## config.mk

```make
export PLATFORM = sky130hd
export DESIGN_NAME = spsc_top
export DESIGN_NICKNAME = d
export VERILOG_FILES = /design/src/spsc_pkg.sv /design/src/spsc_top.sv
export SDC_FILE = /design/constraint.sdc
export NUM_CORES = 1
export LEC_CHECK = 0
export BUFFER_PORTS_ARGS = -buffer_cell sky130_fd_sc_hd__buf_2
export CORE_MARGIN = 4
export CORE_UTILIZATION = 56
export CTS_BUF_LIST = sky130_fd_sc_hd__clkbuf_16
export CTS_CLUSTER_DIAMETER = 100
export DETAILED_ROUTE_END_ITERATION = 16
export PLACE_DENSITY = 0.75
export SETUP_SLACK_MARGIN = 0.3
export SLEW_MARGIN = 30
export SYNTH_ARGS = -nofsm -noshare
export SYNTH_HDL_FRONTEND = slang
export SYNTH_SLANG_ARGS = --single-unit
export TNS_END_PERCENT = 10
```

## constraint.sdc

```tcl
create_clock -name CLK -period 8.1 [get_ports CLK]
set_clock_uncertainty 0.15 [all_clocks]
set_input_delay 0.405 -clock CLK [delete_from_list [all_inputs] [get_ports CLK]]
set_output_delay 0.405 -clock CLK [all_outputs]
set_load 0.05 [all_outputs]
```

## src/spsc_pkg.sv

```systemverilog
// spsc_pkg: register map, field positions and codes of the serial port
// Operation
// - enable bit activates port and takes the serial pins; clear disables it.
// - stop-in-idle set halts the port while the chip idles.
// - enhanced mode reports 3-bit count: pending as master, unread as slave.
// - enhanced mode flags an idle shifter and an empty receive fifo.
// - word ending while receive buffer unread sets overflow, word is dropped.
// - select codes 111..100 raise the event from transmit-side conditions.
// - select codes 011..000 raise the event from receive-side conditions.
// - transmit-full follows buffer writes and moves into the shifter.
// - receive-full follows shifter deliveries and software reads.
// - master clock and data-out pins can be released to general use.
// - width bit selects 16-bit words, else 8-bit bytes.
// - master samples at end of bit when phase set, else middle.
// - edge bit moves data change to active-to-idle clock edge unless framing is set.
// - slave uses active-low select only when select enable is set.
// - polarity bit idles clock high, else low.
// - master enable drives the clock; clear makes a slave.
// - secondary prescale 111 divides by one down to 000 by eight.
// - primary prescale 11,10,01,00 divide by 1,4,16,64.
// - framing runs framed transfers; direction picks sync input or output.
// - sync polarity and whether the pulse coincides with or precedes bit one.
// - enhanced enable picks fifo buffering, else single buffer.
// - enhanced mode uses eight-entry fifos, standard mode one entry.
// - master starts a transfer as soon as the buffer is written.
package spsc_pkg;
   localparam logic [3:0] A_STAT = 4'h0;
   localparam logic [3:0] A_CON1 = 4'h4;
   localparam logic [3:0] A_CON2 = 4'h8;
   localparam logic [3:0] A_BUF = 4'hC;
   localparam logic [15:0] RST_VAL = 16'h0000;
   localparam logic [15:0] C1_MASK = 16'h1FFF;
   localparam logic [15:0] C2_MASK = 16'hE003;
   localparam logic [1:0] RESP_OK = 2'h0;
   localparam logic [1:0] RESP_ERR = 2'h2;
   localparam int S_EN = 15;
   localparam int S_SIDL = 13;
   localparam int S_ROV = 6;
   localparam int S_ISEL = 2;
   localparam int C1_CLKDIS = 12;
   localparam int C1_DODIS = 11;
   localparam int C1_WIDTH = 10;
   localparam int C1_SPH = 9;
   localparam int C1_EDGE = 8;
   localparam int C1_SSEL = 7;
   localparam int C1_POL = 6;
   localparam int C1_MST = 5;
   localparam int C1_SEC = 2;
   localparam int C1_PRI = 0;
   localparam int C2_FRM = 15;
   localparam int C2_FDIR = 14;
   localparam int C2_FPOL = 13;
   localparam int C2_FEDGE = 1;
   localparam int C2_ENH = 0;
   localparam int FIFO_DEPTH = 8;
   localparam logic [4:0] PH_LAST8 = 5'h0F;
   localparam logic [4:0] PH_LAST16 = 5'h1F;
   localparam logic [4:0] PH_SYNC = 5'h01;
   localparam logic [3:0] SEC_BASE = 4'h8;
   localparam logic [6:0] PRI_ONE = 7'h01;
   localparam logic [2:0] IS_TXFULL = 3'h7;
   localparam logic [2:0] IS_TXLAST = 3'h6;
   localparam logic [2:0] IS_DONE = 3'h5;
   localparam logic [2:0] IS_TXSLOT = 3'h4;
   localparam logic [2:0] IS_RXFULL = 3'h3;
   localparam logic [2:0] IS_RX34 = 3'h2;
   localparam logic [2:0] IS_RXAV = 3'h1;
   typedef enum logic [1:0] {
      ST_IDLE = 2'b00,
      ST_PRE = 2'b01,
      ST_SHIFT = 2'b10
   } spsc_st_t;
endpackage

```

## src/spsc_top.sv

```systemverilog
// spsc_top: serial port with axi4-lite registers, fifos and shifter
//
// Register access over AXI4-Lite and the register offsets were chosen for this implementation.
`timescale 1ns/1ns
`default_nettype none
module spsc_top
   import spsc_pkg::*;
#(
   parameter int DEPTH = FIFO_DEPTH
)(
   // clock and reset
   input wire logic CLK,
   input wire logic SYS_RST,
   // chip idle mode
   input wire logic IDLE_MODE,
   // axi4-lite write
   input wire logic [3:0] S_AXI_AWADDR,
   input wire logic S_AXI_AWVALID,
   output logic S_AXI_AWREADY,
   input wire logic [31:0] S_AXI_WDATA,
   input wire logic [3:0] S_AXI_WSTRB,
   input wire logic S_AXI_WVALID,
   output logic S_AXI_WREADY,
   output logic [1:0] S_AXI_BRESP,
   output logic S_AXI_BVALID,
   input wire logic S_AXI_BREADY,
   // axi4-lite read
   input wire logic [3:0] S_AXI_ARADDR,
   input wire logic S_AXI_ARVALID,
   output logic S_AXI_ARREADY,
   output logic [31:0] S_AXI_RDATA,
   output logic [1:0] S_AXI_RRESP,
   output logic S_AXI_RVALID,
   input wire logic S_AXI_RREADY,
   // serial pins
   input wire logic SCK_I,
   output logic SCK_O,
   output logic SCK_OE,
   input wire logic SDI_I,
   output logic SDO_O,
   output logic SDO_OE,
   input wire logic SS_I,
   output logic SS_O,
   output logic SS_OE,
   // buffer event
   output logic IRQ_EVT
);
   localparam int PW = $clog2(DEPTH);
   localparam int CW = PW + 1;
   localparam logic [CW-1:0] CAP_ENH = CW'(DEPTH);
   localparam logic [CW-1:0] CAP_STD = CW'(1);
   localparam logic [CW-1:0] RX34 = CW'((DEPTH * 3) / 4);

   typedef struct packed {
      logic en;
      logic sidl;
      logic rov;
      logic [2:0] isel;
      logic [15:0] c1;
      logic [15:0] c2;
      logic [DEPTH-1:0][15:0] txm;
      logic [DEPTH-1:0][15:0] rxm;
      logic [PW-1:0] txw;
      logic [PW-1:0] txr;
      logic [PW-1:0] rxw;
      logic [PW-1:0] rxr;
      logic [CW-1:0] txc;
      logic [CW-1:0] rxc;
      spsc_st_t st;
      logic [15:0] sr;
      logic [4:0] ph;
      logic sbit;
      logic sck;
      logic prev;
      logic farm;
      logic ev;
      logic [8:0] div;
      logic aw;
      logic w;
      logic [3:0] awa;
      logic [15:0] wd;
      logic [1:0] ws;
      logic bv;
      logic rv;
      logic [1:0] br;
      logic [1:0] rr;
      logic [15:0] rd;
   } spsc_s_t;

   spsc_s_t q, n;
   logic run, mst, w16, fr, cke, sample_phase, clock_polarity, ben, sel, lead, tick, last;
   logic txpush, txpop, rxpush, rxpop, ovset, done, samp, bin, wr;
   logic txfull, rxfull, divtick;
   logic [CW-1:0] cap;
   logic [8:0] divtop;
   logic [3:0] sec;
   logic [6:0] pri;
   logic [15:0] head, shifted, wm, stat, rdv;
   logic [4:0] phlast;

   // ****************************************************************
   // configuration decode
   // ****************************************************************
   always_comb begin
      run = q.en & ~(q.sidl & IDLE_MODE);
      mst = q.c1[C1_MST];
      w16 = q.c1[C1_WIDTH];
      fr = q.c2[C2_FRM];
      cke = q.c1[C1_EDGE] & ~fr;
      sample_phase = q.c1[C1_SPH] & mst;
      clock_polarity = q.c1[C1_POL];
      ben = q.c2[C2_ENH];
      cap = ben ? CAP_ENH : CAP_STD;
      txfull = q.txc == cap;
      rxfull = q.rxc == cap;
      phlast = w16 ? PH_LAST16 : PH_LAST8;
      sec = SEC_BASE - {1'b0, q.c1[C1_SEC +: 3]};
      pri = PRI_ONE << {~q.c1[C1_PRI +: 2], 1'b0};
      divtop = 9'(pri * sec) - 9'h001;
      divtick = q.div == divtop;
      // slave select or frame arm
      sel = fr ? q.farm : (~q.c1[C1_SSEL] | ~SS_I);
      head = q.txm[q.txr];
      stat = 16'h0000;
      stat[S_EN] = q.en;
      stat[S_SIDL] = q.sidl;
      stat[10:8] = mst ? q.txc[2:0] : q.rxc[2:0];
      stat[7] = q.st == ST_IDLE;
      stat[S_ROV] = q.rov;
      stat[5] = q.rxc == '0;
      stat[S_ISEL +: 3] = q.isel;
      stat[1] = txfull;
      stat[0] = rxfull;
   end

   // ****************************************************************
   // next state
   // ****************************************************************
   always_comb begin
      n = q;
      n.prev = SCK_I;
      txpush = 1'b0;
      txpop = 1'b0;
      rxpush = 1'b0;
      rxpop = 1'b0;
      ovset = 1'b0;
      done = 1'b0;
      samp = 1'b0;
      wr = q.aw & q.w;
      lead = ~q.ph[0];
      last = q.ph == phlast;
      tick = mst ? divtick : (q.prev != SCK_I);
      bin = q.sbit;
      shifted = q.sr;
      wm = q.wd;
      rdv = 16'h0000;
      // bus write channels, taken in either order
      if (S_AXI_AWVALID & S_AXI_AWREADY) begin
         n.aw = 1'b1;
         n.awa = S_AXI_AWADDR;
      end
      if (S_AXI_WVALID & S_AXI_WREADY) begin
         n.w = 1'b1;
         n.wd = S_AXI_WDATA[15:0];
         n.ws = S_AXI_WSTRB[1:0];
      end
      if (S_AXI_BVALID & S_AXI_BREADY) begin
         n.bv = 1'b0;
      end
      if (wr) begin
         n.aw = 1'b0;
         n.w = 1'b0;
         n.bv = 1'b1;
         n.br = RESP_OK;
         case (q.awa)
            A_STAT: wm = stat;
            A_CON1: wm = q.c1;
            A_CON2: wm = q.c2;
            default: wm = 16'h0000;
         endcase
         if (q.ws[0]) begin
            wm[7:0] = q.wd[7:0];
         end
         if (q.ws[1]) begin
            wm[15:8] = q.wd[15:8];
         end
         case (q.awa)
            A_STAT: begin
               n.en = wm[S_EN];
               n.sidl = wm[S_SIDL];
               n.isel = wm[S_ISEL +: 3];
               n.rov = q.rov & wm[S_ROV];
            end
            A_CON1: n.c1 = wm & C1_MASK;
            A_CON2: n.c2 = wm & C2_MASK;
            A_BUF: txpush = ~txfull & (q.ws != 2'b00);
            default: n.br = RESP_ERR;
         endcase
      end
      // bus read channel; a buffer read pops the receive side
      if (S_AXI_RVALID & S_AXI_RREADY) begin
         n.rv = 1'b0;
      end
      if (S_AXI_ARVALID & S_AXI_ARREADY) begin
         n.rv = 1'b1;
         n.rr = RESP_OK;
         case (S_AXI_ARADDR)
            A_STAT: rdv = stat;
            A_CON1: rdv = q.c1;
            A_CON2: rdv = q.c2;
            A_BUF: begin
               rdv = q.rxm[q.rxr];
               rxpop = q.rxc != '0;
            end
            default: n.rr = RESP_ERR;
         endcase
         n.rd = rdv;
      end
      // frame arm for framed slave-role transfers
      if (fr & (q.st == ST_IDLE)) begin
         n.farm = q.c2[C2_FDIR] ? (SS_I == q.c2[C2_FPOL]) : 1'b1;
      end
      // shifter
      case (q.st)
         ST_IDLE: begin
            n.ph = 5'h00;
            n.div = 9'h000;
            n.sck = clock_polarity;
            if (run & (mst ? (q.txc != '0) : sel)) begin
               txpop = q.txc != '0;
               n.sr = 16'h0000;
               if (q.txc != '0) begin
                  n.sr = w16 ? head : {head[7:0], 8'h00};
               end
               n.st = (mst & fr & ~q.c2[C2_FEDGE]) ? ST_PRE : ST_SHIFT;
            end
         end
         ST_PRE: begin
            n.div = divtick ? 9'h000 : q.div + 9'h001;
            if (~run) begin
               n.st = ST_IDLE;
            end else if (divtick) begin
               n.ph = q.ph + 5'h01;
               if (q.ph == PH_SYNC) begin
                  n.ph = 5'h00;
                  n.st = ST_SHIFT;
               end
            end
         end
         ST_SHIFT: begin
            n.div = (divtick | ~mst) ? 9'h000 : q.div + 9'h001;
            if (~run | (~mst & ~sel)) begin
               n.st = ST_IDLE;
            end else if (tick) begin
               n.sck = ~q.sck;
               n.ph = q.ph + 5'h01;
               if (cke) begin
                  samp = sample_phase ? ~lead : lead;
               end else begin
                  samp = sample_phase ? ((lead & (q.ph != 5'h00)) | last) : ~lead;
               end
               bin = samp ? SDI_I : q.sbit;
               n.sbit = bin;
               if ((cke ? ~lead : (lead & (q.ph != 5'h00))) | last) begin
                  shifted = {q.sr[14:0], bin};
                  n.sr = shifted;
               end
               if (last) begin
                  done = 1'b1;
                  n.farm = 1'b0;
                  n.st = ST_IDLE;
                  ovset = rxfull & ~rxpop;
                  rxpush = ~ovset;
               end
            end
         end
         default: n.st = ST_IDLE;
      endcase
      // fifo bookkeeping
      if (txpush) begin
         n.txm[q.txw] = q.wd;
         n.txw = q.txw + PW'(1);
      end
      if (txpop) begin
         n.txr = q.txr + PW'(1);
      end
      n.txc = q.txc + CW'(txpush) - CW'(txpop);
      if (rxpush) begin
         n.rxm[q.rxw] = w16 ? shifted : {8'h00, shifted[7:0]};
         n.rxw = q.rxw + PW'(1);
      end
      if (rxpop) begin
         n.rxr = q.rxr + PW'(1);
      end
      n.rxc = q.rxc + CW'(rxpush) - CW'(rxpop);
      if (ovset) begin
         n.rov = 1'b1;
      end
      // buffer event select
      if (~ben) begin
         n.ev = done;
      end else begin
         case (q.isel)
            IS_TXFULL: n.ev = n.txc == cap;
            IS_TXLAST: n.ev = txpop & (q.txc == CW'(1));
            IS_DONE: n.ev = done;
            IS_TXSLOT: n.ev = txpop;
            IS_RXFULL: n.ev = n.rxc == cap;
            IS_RX34: n.ev = n.rxc >= RX34;
            IS_RXAV: n.ev = n.rxc != '0;
            default: n.ev = rxpop & (q.rxc == CW'(1)) & ~rxpush;
         endcase
      end
      // disabled port drops fifo contents and any transfer
      if (~q.en) begin
         n.st = ST_IDLE;
         n.txw = '0;
         n.txr = '0;
         n.txc = '0;
         n.rxw = '0;
         n.rxr = '0;
         n.rxc = '0;
         n.farm = 1'b0;
      end
   end

   always_ff @(posedge CLK) begin
      if (SYS_RST) begin
         q <= '0;
         q.c1 <= RST_VAL;
         q.c2 <= RST_VAL;
         q.st <= ST_IDLE;
      end else begin
         q <= n;
      end
   end

   // ****************************************************************
   // outputs
   // ****************************************************************
   assign S_AXI_AWREADY = ~q.aw & ~q.bv;
   assign S_AXI_WREADY = ~q.w & ~q.bv;
   assign S_AXI_BVALID = q.bv;
   assign S_AXI_BRESP = q.br;
   assign S_AXI_ARREADY = ~q.rv;
   assign S_AXI_RVALID = q.rv;
   assign S_AXI_RRESP = q.rr;
   assign S_AXI_RDATA = {16'h0000, q.rd};
   assign SCK_O = q.sck;
   assign SCK_OE = q.en & mst & ~q.c1[C1_CLKDIS];
   assign SDO_O = q.sr[15];
   assign SDO_OE = q.en & ~q.c1[C1_DODIS];
   assign SS_O = q.c2[C2_FPOL] ~^ ((q.st == ST_PRE) |
      (q.c2[C2_FEDGE] & (q.st == ST_SHIFT) & (q.ph < 5'h02)));
   assign SS_OE = q.en & fr & ~q.c2[C2_FDIR];
   assign IRQ_EVT = q.ev;
endmodule // spsc_top
`default_nettype wire

```

==> Word-level counts from Yosys, hierarchy flattened <==
Index checks and enable logic that the tools add are counted.
{ "totals": {"ff_bits": 383, "word_cells": 297} }
{ "classes": {"n_addsub": 12, "n_mul": 1, "order_cmp": 8, "eq_ne": 38, "n_shift": 1, "mux": 92, "n_bitwise": 62, "reduce_logical": 33} }
{ "ops": {"columns": ["operator", "count"], "rows": [
  ["$bwmux W128", 2],
  ["$mux W16", 12],
  ["$bmux W16 S3", 2],
  ["$demux W16 S3", 2],
  ["$pmux W16 S4", 1],
  ["$pmux W16 S3", 1],
  ["$mux W1", 41],
  ["$mux W36", 1],
  ["$pmux W16 S2", 1],
  ["$and A1 B1 Y1", 31],
  ["$pmux W9 S3", 1],
  ["$mux W25", 1],
  ["$mux W8", 3],
  ["$mux W23", 1],
  ["$not A1 Y1", 23],
  ["$mux W5", 4],
  ["$mux W18", 1],
  ["$mux W9", 2],
  ["$eq A4 B4 Y1", 4],
  ["$eq A4 B4 Y1 const B", 4],
  ["$lt A3 B4 Y1 const B", 4],
  ["$mux W2", 8],
  ["$ne A3 B3 Y1 const B", 5],
  ["$pmux W5 S3", 1],
  ["48 further kinds", 91]
]} }

==> Depth between registers and ports, before layout <==
Gate-level depths: netlist of the first run.
{ "logic_depth": {"ltp_word": 16, "mapped_depth": 27} }

==> Least setup slack after synthesis of the first run <==
Ideal clock, no wire load.
{ "synth_timing": {"path_type": "register to register", "startpoint": "register q[377] in the netlist's numbering", "endpoint": "register q, in the netlist IRQ_EVT", "setup_time_ns": 0.086, "arrival_ns": 5.959, "required_time_ns": 7.864, "path_slack_ns": 1.905, "stages_incl_launch_ff": 28, "path_buffers": 2, "cell_sequence": "dfxtp_1 inv_1 ha_1 xnor2_1 nand2_1 inv_1 fa_1 fa_1 ha_1 a21o_1 a41o_1 xnor2_1 nand4_1 or2_1 buf_6 buf_6 a211o_1 ha_1 inv_1 ha_1 a21o_1 a21oi_1 xnor2_1 mux2_2 o311ai_0 o21ai_0 o311a_1 a211oi_1"} }
{ "synth_via": {"elab_chain_len": 13} }
{ "synth_rtl": {"columns": ["element", "line_no", "rtl"], "rows": [
  ["start: declaration", "spsc_top.sv:90", "spsc_s_t q, n;"],
  ["start signal: assignment", "spsc_top.sv:334", "q <= n;"],
  ["$sub A4 B3 Y4 (*)", "spsc_top.sv:117", "sec = SEC_BASE - {1'b0, q.c1[C1_SEC +: 3]};"],
  ["$mul A7 B4 Y9 (*)", "spsc_top.sv:119", "divtop = 9'(pri * sec) - 9'h001;"],
  ["$sub A9 B1 Y9 (*)", "spsc_top.sv:119", null],
  ["$eq A9 B9 Y1 (*)", "spsc_top.sv:120", "divtick = q.div == divtop;"],
  ["$mux W1 (*)", "spsc_top.sv:152", "tick = mst ? divtick : (q.prev != SCK_I);"],
  ["$mux W1", "spsc_top.sv:254", "end else if (tick) begin"],
  ["$mux W1", "spsc_top.sv:252", "if (~run | (~mst & ~sel)) begin"],
  ["$mux W1", "spsc_top.sv:224", "case (q.st)"],
  ["$add A4 B1 Y4", "spsc_top.sv:295", "n.rxc = q.rxc + CW'(rxpush) - CW'(rxpop);"],
  ["$sub A4 B1 Y4", "spsc_top.sv:295", null],
  ["$ge A4 B3 Y1, or another cell as far along", "spsc_top.sv:309", "IS_RX34: n.ev = n.rxc >= RX34;"],
  ["$pmux W1 S7", "spsc_top.sv:303", "case (q.isel)"],
  ["$mux W1 (*)", "spsc_top.sv:300", "if (~ben) begin"]
]} }
Mark *: on every way between the ends. The rest lies on a longest branch, timed or not.
A chain may end at the register's enable or synchronous reset.

==> Final worst setup path of the first run <==
Ends and elaborated chain as after synthesis.

==> results of run 1 <==
[metal layers]
| metal | global-route usage [%] | share of wire (%) |
|---|---|---|
| met5 | 0 | 0 |
| met4 | 9.48 | 3.3 |
| met3 | 3.64 | 6.7 |
| met2 | 44.8 | 48 |
| met1 | 35.0 | 42 |
[layout make-up]
class                      instances  area, um^2
fill                            2742       12300
multi-input combinational       1393        9740
sequential                       381        7630
clock buffer                      42        1050
timing repair buffer             124         871
tap                              442         553
inverter                          98         368
clock inverter                    32         196
[power by group through the flow]
stage | sequential, mW | combinational, mW | clock [mW]
6_report | 1.93 | 0.174 | 1.74
3_3_place_gp | 1.97 | 0.156 | 0
5_1_grt | 1.93 | 0.186 | 1.85
2_1_floorplan | 1.94 | 0.147 | 0
3_5_place_dp | 1.97 | 0.158 | 0
4_1_cts | 1.92 | 0.168 | 1.77
[through the flow]
| stage | utilization (%) | hold WS [ns] |
|---|---|---|
| after floorplan | - | 0.279 |
| after global placement | 57.7 | 0.284 |
| after detailed placement | 57.7 | 0.292 |
| after CTS | 62.3 | 0.00418 |
| after global routing | 62.4 | 0.0212 |
| final | 62.4 | 0.0175 |
[worst max-delay path by stage]
stage	start	to	slack, ns	depth (start not counted)
after global placement	q[377]$_SDFFE_PP0P_	IRQ_EVT$_SDFF_PP0_	1.77	25
after floorplan	q[377]$_SDFFE_PP0P_	IRQ_EVT$_SDFF_PP0_	1.91	27
final	q[377]$_SDFFE_PP0P_	IRQ_EVT$_SDFF_PP0_	1.45	24
after global routing	q[377]$_SDFFE_PP0P_	IRQ_EVT$_SDFF_PP0_	1.12	24
after CTS	q[377]$_SDFFE_PP0P_	IRQ_EVT$_SDFF_PP0_	1.53	24
after detailed placement	q[377]$_SDFFE_PP0P_	IRQ_EVT$_SDFF_PP0_	1.57	24
[registers in the layout (all words and copies together) (netlist names)]
signal,count
S_AXI_RVALID,1
SCK_O,1
S_AXI_RRESP,1
S_AXI_RDATA,16
IRQ_EVT,1
ben,1
SDO_O,1
S_AXI_BVALID,1
mst,1
clock_polarity,1
fr,1
q,354
S_AXI_BRESP,1
[cell usage in the layout, fill, tap and decap left out, drive strengths merged, types with 8 or more instances in the layout]
cell	Yosys	final
a2111oi	9	9
a211oi	52	52
a21oi	212	212
a22oi	19	19
and2	12	12
and3	8	8
buf	82	99
clkbuf	120	42
clkinv	1	21
conb	1	18
dfxtp	381	381
dlygate4sd3	0	25
fa	8	8
ha	33	33
inv	97	107
mux2	23	23
mux2i	90	90
mux4	64	64
nand2	333	333
nand2b	14	14
nand3	23	23
nor2	150	150
nor2b	13	13
nor3	21	21
nor3b	13	13
o21ai	65	65
o22ai	15	15
o32ai	73	73
xnor2	19	19
xor2	13	13
[logic make-up after synthesis]
| family | Yosys count | share of synthesized area [%] |
|---|---|---|
| other cells | 1 | 0.0201 |
| flops | 381 | 40.9 |
| simple gates | 627 | 14.8 |
| xor+xnor | 32 | 1.50 |
| fa+ha+maj | 41 | 3.08 |
| buf+inv | 300 | 7.20 |
| compound gates | 498 | 17.9 |
| mux | 177 | 14.6 |
[worst register-to-register path: cells and delay by family, from the launching register on]
| family | cells | cell delay (ns) |
|---|---|---|
| AO/OA/AOI/OAI | 9 | 2.14 |
| XOR/XNOR | 3 | 0.70 |
| adder cells (fa/ha/maj) | 6 | 1.93 |
| buffers and inverters | 2 | 0.14 |
| flip-flops | 1 | 0.47 |
| multiplexers | 1 | 0.37 |
| AND/OR/NAND/NOR | 3 | 0.65 |
==> out/results.tsv, run 1 <==
stage	metric	value	unit
worst_setup_path	Top cell by count, worst path	ha_1	
clocking	clk sinks	381	
yosys	post-synthesis cell type count	74	
power	PwrDens	188	mW/mm^2
worst_setup_path	cell depth of the worst flop-to-flop path	24	
yosys	Post-synth EDFFs	0	
timing	max_slew headroom	32.7	%
min_path	Hold EP	q[57]$_SDFF_PP0_	
yosys	Synth top area share	40.9	%
timing	Final Hold Viols	0	
drt	drt first pass iters	6	
yosys	Post-Syn Area per Cell	9.06	um^2
cells_and_area	Layout Area Growth over Synthesis	9.55	%
yosys	Post-Syn Area	0.0186	mm^2
worst_setup_path	Worst setup EP type	flip-flop	
cells_and_area	final cell count without fillers	2512	
clocking	CTS tree	built	
grt	gr usage total	26.5	%
yosys	Yosys reg bits	381	
min_path	hold depth	2	
power	sequential power share	50.1	%
drt	# DRC	0	
run_status	status	finished, final reports clean	
grt	first-pass GRT wire length	78600	um
yosys	Async SR Flop Fraction	0	%
worst_setup_path	Worst setup SP type	flip-flop	
grt	grt total ovfl	0	
timing	setup tns final	0	ns
worst_setup_path	FF-to-FF setup slack	1.45	ns
timing	max-slew violations	0	
drt	Post-DRT Antenna Nets	0	
drt	WL final	49400	um
worst_setup_path	Critical path buffers and inverters	2	
drt	wire per inst	19.7	um
worst_setup_path	RR Endpoint	IRQ_EVT$_SDFF_PP0_	
clocking	root buffer cell	clkbuf_16	
power	sw frac	24.0	%
power	Static Leak	7.06	nW
drt	drt via density	6.04	
timing	Achievable Freq	0.150	GHz
clocking	clock buffer count from CTS	41	
power	maximum vdd drop	0.000158	V
grt	vias in the first global route	14905	
timing	worst slew pin tran	1.00	ns
yosys	ranking of synthesized cells by area	dfxtp_1 41%, mux4_2 7.7%, nand2_1 6.7%	
yosys	Synth area leader	dfxtp_1	
yosys	sequential area share after synthesis	40.9	%
placed_design	DP Wirelength	31900	um
placed_design	Port Buf Inserts	66	
power	switching component of the power	923	uW
worst_setup_path	CP max-delay cell	fa_1	
clocking	htree depth	2	
clocking	post-CTS setup buffer count	0	
timing	min Tclk post-route	6.65	ns
min_path	min-delay src	SCK_I	
cells_and_area	NumNets Final	2135	
grt	largest net degree at the start of global routing	245	
worst_setup_path	delay-heaviest family, CP	compound AO/OA/AOI/OAI gates	
worst_setup_path	CP Cell Sequence	inv_1, ha_1, xnor2_1, nand2_1, ha_1, fa_1, ha_1, a21o_1, a41o_1, xnor2_1, nand4_1, or2_1, a211o_1, ha_1, inv_1, ha_1, a21o_1, a21oi_1, xnor2_1, mux2_2, o311ai_0, o21ai_0, o311a_1, a211oi_1	
placed_design	Place WS	1.57	ns
worst_setup_path	R2R Path Start	q[377]$_SDFFE_PP0P_	
floorplan	die width	190	um
clocking	post-CTS sizing	0	
floorplan	Initial Util	57.0	%
floorplan	DIE AREA	0.0363	mm^2
clocking	maximum root-to-sink buffer count	3	
worst_setup_path	largest incremental delay on the critical path	0.49	ns
worst_setup_path	Critical Path RT	8.40	ns
min_path	Worst Hold Class	input port to flip-flop	
worst_setup_path	Crit Path Max Fanout	8	
floorplan	Core Region	0.0327	mm^2
timing	Final Setup Violations	0	
placed_design	routability congestion estimate	0.906	
power	clock share of power	45.3	%
timing	RSZ-0062 raised after global routing	false	
placed_design	Placed Area	0.0189	mm^2
clocking	Post-CTS Hold Fix Bufs	25	
yosys	Syn Inst Count	2057	
timing	final worst-path cycle share	82.0	%
timing	Setup WS post-layout	1.45	ns
cells_and_area	n_diodes	0	
power	total power	3.84	mW
cells_and_area	share of layout cells above drive strength 1	13.6	%
floorplan	Core Rows	66	
worst_setup_path	critical path class	flip-flop to flip-flop	
clocking	clk_lat worst skew	0.54	ns
grt	initial antenna violation count	0	
power	Comb power frac	4.5	%
floorplan	Top Ports	103	
floorplan	Die H	190	um
clocking	Clock transition at path regs	0.07	ns
drt	Starting DRT DRC Count	1471	
power	Power Internal	2.92	mW
yosys	warnings from Yosys	0	
cells_and_area	Final Cell Area	0.0204	mm^2
drt	via count	15170	
yosys	most numerous cell in the Yosys netlist	dfxtp_1	
worst_setup_path	Arr. time, crit path	6.95	ns
yosys	most instantiated cells after synthesis	381 x dfxtp_1, 333 x nand2_1, 210 x a21oi_1	
yosys	Most used DFF post-synth	dfxtp_1	
placed_design	dpl cells	2411	
run	max cap viols	0	
No activity file was read; power rests on OpenSTA's default activity.
==> run 2, diff against run 1 <==
PLACE_DENSITY = 0.78   (was 0.75)
clock period = 5.79 ns   (was 8.1 ns; I/O delays follow)
==> run 2 against run 1 <==
Total power is 44% higher. Routed wire length is 1.9% higher. Count of clock-buffer cells in the layout stayed put. Non-clock buffer count is 20 higher. Maximum frequency is 17% higher. Final area is 1.7% higher. Die area stayed put. Setup slack worse by 1.4 ns.
==> out/results.tsv, run 2 (synthesis results as in run 1) <==
stage	metric	value	unit	change
power	Comb power frac	4.5	%	about the same
cells_and_area	Layout Area Growth over Synthesis	11.4	%	
worst_setup_path	Arr. time, crit path	5.99	ns	-0.96 ns
power	maximum vdd drop	0.000282	V	+78%
cells_and_area	share of layout cells above drive strength 1	15.2	%	+1.6 points
grt	largest net degree at the start of global routing	212		-13%
power	switching component of the power	1.29	mW	+39%
drt	# DRC	0		unchanged
worst_setup_path	R2R Path Start	q[377]$_SDFFE_PP0P_		
cells_and_area	Largest register FFs	354		unchanged
worst_setup_path	Crit. Startpoint	q[377]$_SDFFE_PP0P_		
cells_and_area	final cell count without fillers	2530		+0.72%
power	sw frac	23.2	%	-0.82 points
min_path	Worst Hold Class	input port to flip-flop		
clocking	clock buffer count from CTS	41		unchanged
floorplan	Top Ports	103		unchanged
drt	via count	15316		+0.96%
timing	Min Hold Slack	0.0617	ns	+0.0442 ns
placed_design	DP Wirelength	32100	um	+0.71%
timing	worst slew pin tran	1.12	ns	+0.119 ns
grt	initial antenna violation count	0		unchanged
cells_and_area	multi-input logic area	0.00987	mm^2	+1.3%
power	Power Internal	4.25	mW	+46%
cells_and_area	Fillers	2700		-1.5%
drt	WL final	50300	um	+1.9%
timing	max_slew headroom	25.4	%	-7.3 points
grt	first-pass GRT wire length	79800	um	+1.6%
clocking	root buffer cell	clkbuf_16		
placed_design	routability congestion estimate	0.912		+0.66%
worst_setup_path	Crit Path Max Fanout	4		-4
grt	vias in the first global route	14722		-1.2%
worst_setup_path	Worst setup SP type	flip-flop		
min_path	min-delay src	S_AXI_ARADDR[1]		
worst_setup_path	critical path class	flip-flop to flip-flop		
timing	Final Hold Viols	0		unchanged
run	max cap viols	0		unchanged
grt	gr usage total	27.1	%	+0.54 points
worst_setup_path	Critical Path RT	6.09	ns	-2.31 ns
worst_setup_path	FF-to-FF setup slack	0.09	ns	-1.36 ns
power	clock share of power	46.8	%	+1.5 points
floorplan	Die H	190	um	unchanged
cells_and_area	largest register by flop count	q		
clocking	htree depth	2		unchanged
drt	wire per inst	19.9	um	+1.2%
floorplan	Core Rows	66		unchanged
grt	grt total ovfl	0		unchanged
timing	min Tclk post-route	5.70	ns	-0.950 ns
timing	Final Setup Violations	0		unchanged
cells_and_area	NumNets Final	2155		+0.94%
cells_and_area	n_diodes	0		unchanged
drt	Post-DRT Antenna Nets	0		unchanged
clocking	CTS tree	built		
run_status	status	finished, final reports clean		
worst_setup_path	Worst setup EP type	flip-flop		
timing	RSZ-0062 raised after global routing	true		
timing	max-slew violations	0		unchanged
floorplan	Core Region	0.0327	mm^2	unchanged
cells_and_area	sequential cell area	0.00764	mm^2	about the same
power	sequential power share	48.7	%	-1.4 points
clocking	clk sinks	381		unchanged
timing	Achievable Freq	0.176	GHz	+17%
floorplan	DIE AREA	0.0363	mm^2	unchanged
power	PwrDens	267	mW/mm^2	+42%
drt	drt first pass iters	7		+1
floorplan	die width	190	um	unchanged
drt	Starting DRT DRC Count	1541		+4.8%
clocking	maximum root-to-sink buffer count	3		unchanged
power	Static Leak	7.20	nW	+1.9%
placed_design	dpl cells	2422		+0.46%
cells_and_area	commonest cells after routing, fill and taps aside	376 x dfxtp_1, 332 x nand2_1, 209 x a21oi_1		
floorplan	Initial Util	57.0	%	unchanged
cells_and_area	commonest non-fill, non-tap cell in the layout	dfxtp_1		
clocking	Clock transition at path regs	0.06	ns	about the same
drt	drt via density	6.05		+0.24%
placed_design	Port Buf Inserts	66		unchanged
clocking	clk_lat worst skew	0.55	ns	about the same
timing	final worst-path cycle share	98.4	%	+16 points
-- run 2: cell types whose count changed in the layout (fill, tap and decap cells not counted), sizes merged --
cell	previous run	this run
dlygate4sd3	25	28
bufinv	1	5
clkinv	21	15
buf	99	116
inv	107	106
clkinvlp	1	2
-- run 2: final timing paths --
path                                               endpoint  cells past startpoint
worst max-delay path                     IRQ_EVT$_SDFF_PP0_                     25
worst min-delay path            S_AXI_RDATA[3]$_SDFFE_PP0P_                      4
worst max register to register           IRQ_EVT$_SDFF_PP0_                     25
worst min register to register          q[271]$_SDFFE_PP0P_                      2
-- run 2: cell type report --
type                    count  share of cell area, %
inverters                  98                   1.77
clock buffers              42                   5.06
clock inverters            30                   1.30
flip-flops and latches    381                   36.8
repair buffers            144                   4.86
multi-input cells        1393                   47.5
well taps                 442                   2.66
-- run 2: stage by stage --
| stage | setup TNS, ns | instance area (um^2) | utilization, % | setup WS [ns] | total power [mW] |
|---|---|---|---|---|---|
| after detailed placement | -0.0107 | 19000 | 58.2 | -0.0107 | 2.98 |
| final | 0 | 20800 | 63.5 | 0.0949 | 5.54 |
| after floorplan | 0 | 18800 | - | 0.0928 | 2.92 |
| after global routing | -0.154 | 20800 | 63.5 | -0.154 | 5.70 |
| after global placement | 0 | 19000 | 58.2 | 0.0843 | 2.97 |
| after CTS | 0 | 20700 | 63.3 | 0.0609 | 5.55 |
-- run 2: power by group through the flow --
stage                     clock [mW]  combinational (mW)  sequential (mW)
after floorplan                    0               0.206             2.71
after global placement             0               0.223             2.75
after detailed placement           0               0.226             2.75
after CTS                       2.62               0.243             2.69
after global routing            2.74               0.267             2.70
final                           2.59               0.249             2.69
-- run 2: what timing repair did --
action	in CTS	in global routing
pin swaps	8	9
hold endpoints to repair	26	0
setup buffers	6	2
hold buffers	28	0
setup endpoints to repair	1	1
resized for setup	4	3
-- run 2: per-layer routing --
layer | routed length [um] | share of wire (%) | global-route usage, % | vias to the layer above
met3 | 3740 | 7.4 | 3.83 | 115
li1 | - | - | - | 7238
met4 | 1620 | 3.2 | 8.95 | 0
met5 | 0 | 0 | 0 | -
met1 | 21100 | 42 | 36.8 | 7317
met2 | 23900 | 47 | 44.8 | 646
-- run 2: worst max-delay path: stages (launching register included) --
cell	delay [ns]
dfxtp_4	0.36
inv_2	0.05
ha_4	0.17
xnor2_4	0.14
nand2_1	0.09
inv_1	0.06
fa_2	0.34
fa_1	0.60
ha_4	0.23
a21o_1	0.17
a41o_1	0.22
xnor2_1	0.14
nand4_1	0.14
or2_1	0.30
a211o_4	0.35
ha_4	0.26
inv_1	0.04
ha_2	0.17
a21o_1	0.16
a21oi_2	0.17
xnor2_2	0.16
mux2_4	0.33
o311ai_2	0.20
o21ai_1	0.09
o311a_1	0.31
a211oi_2	0.19
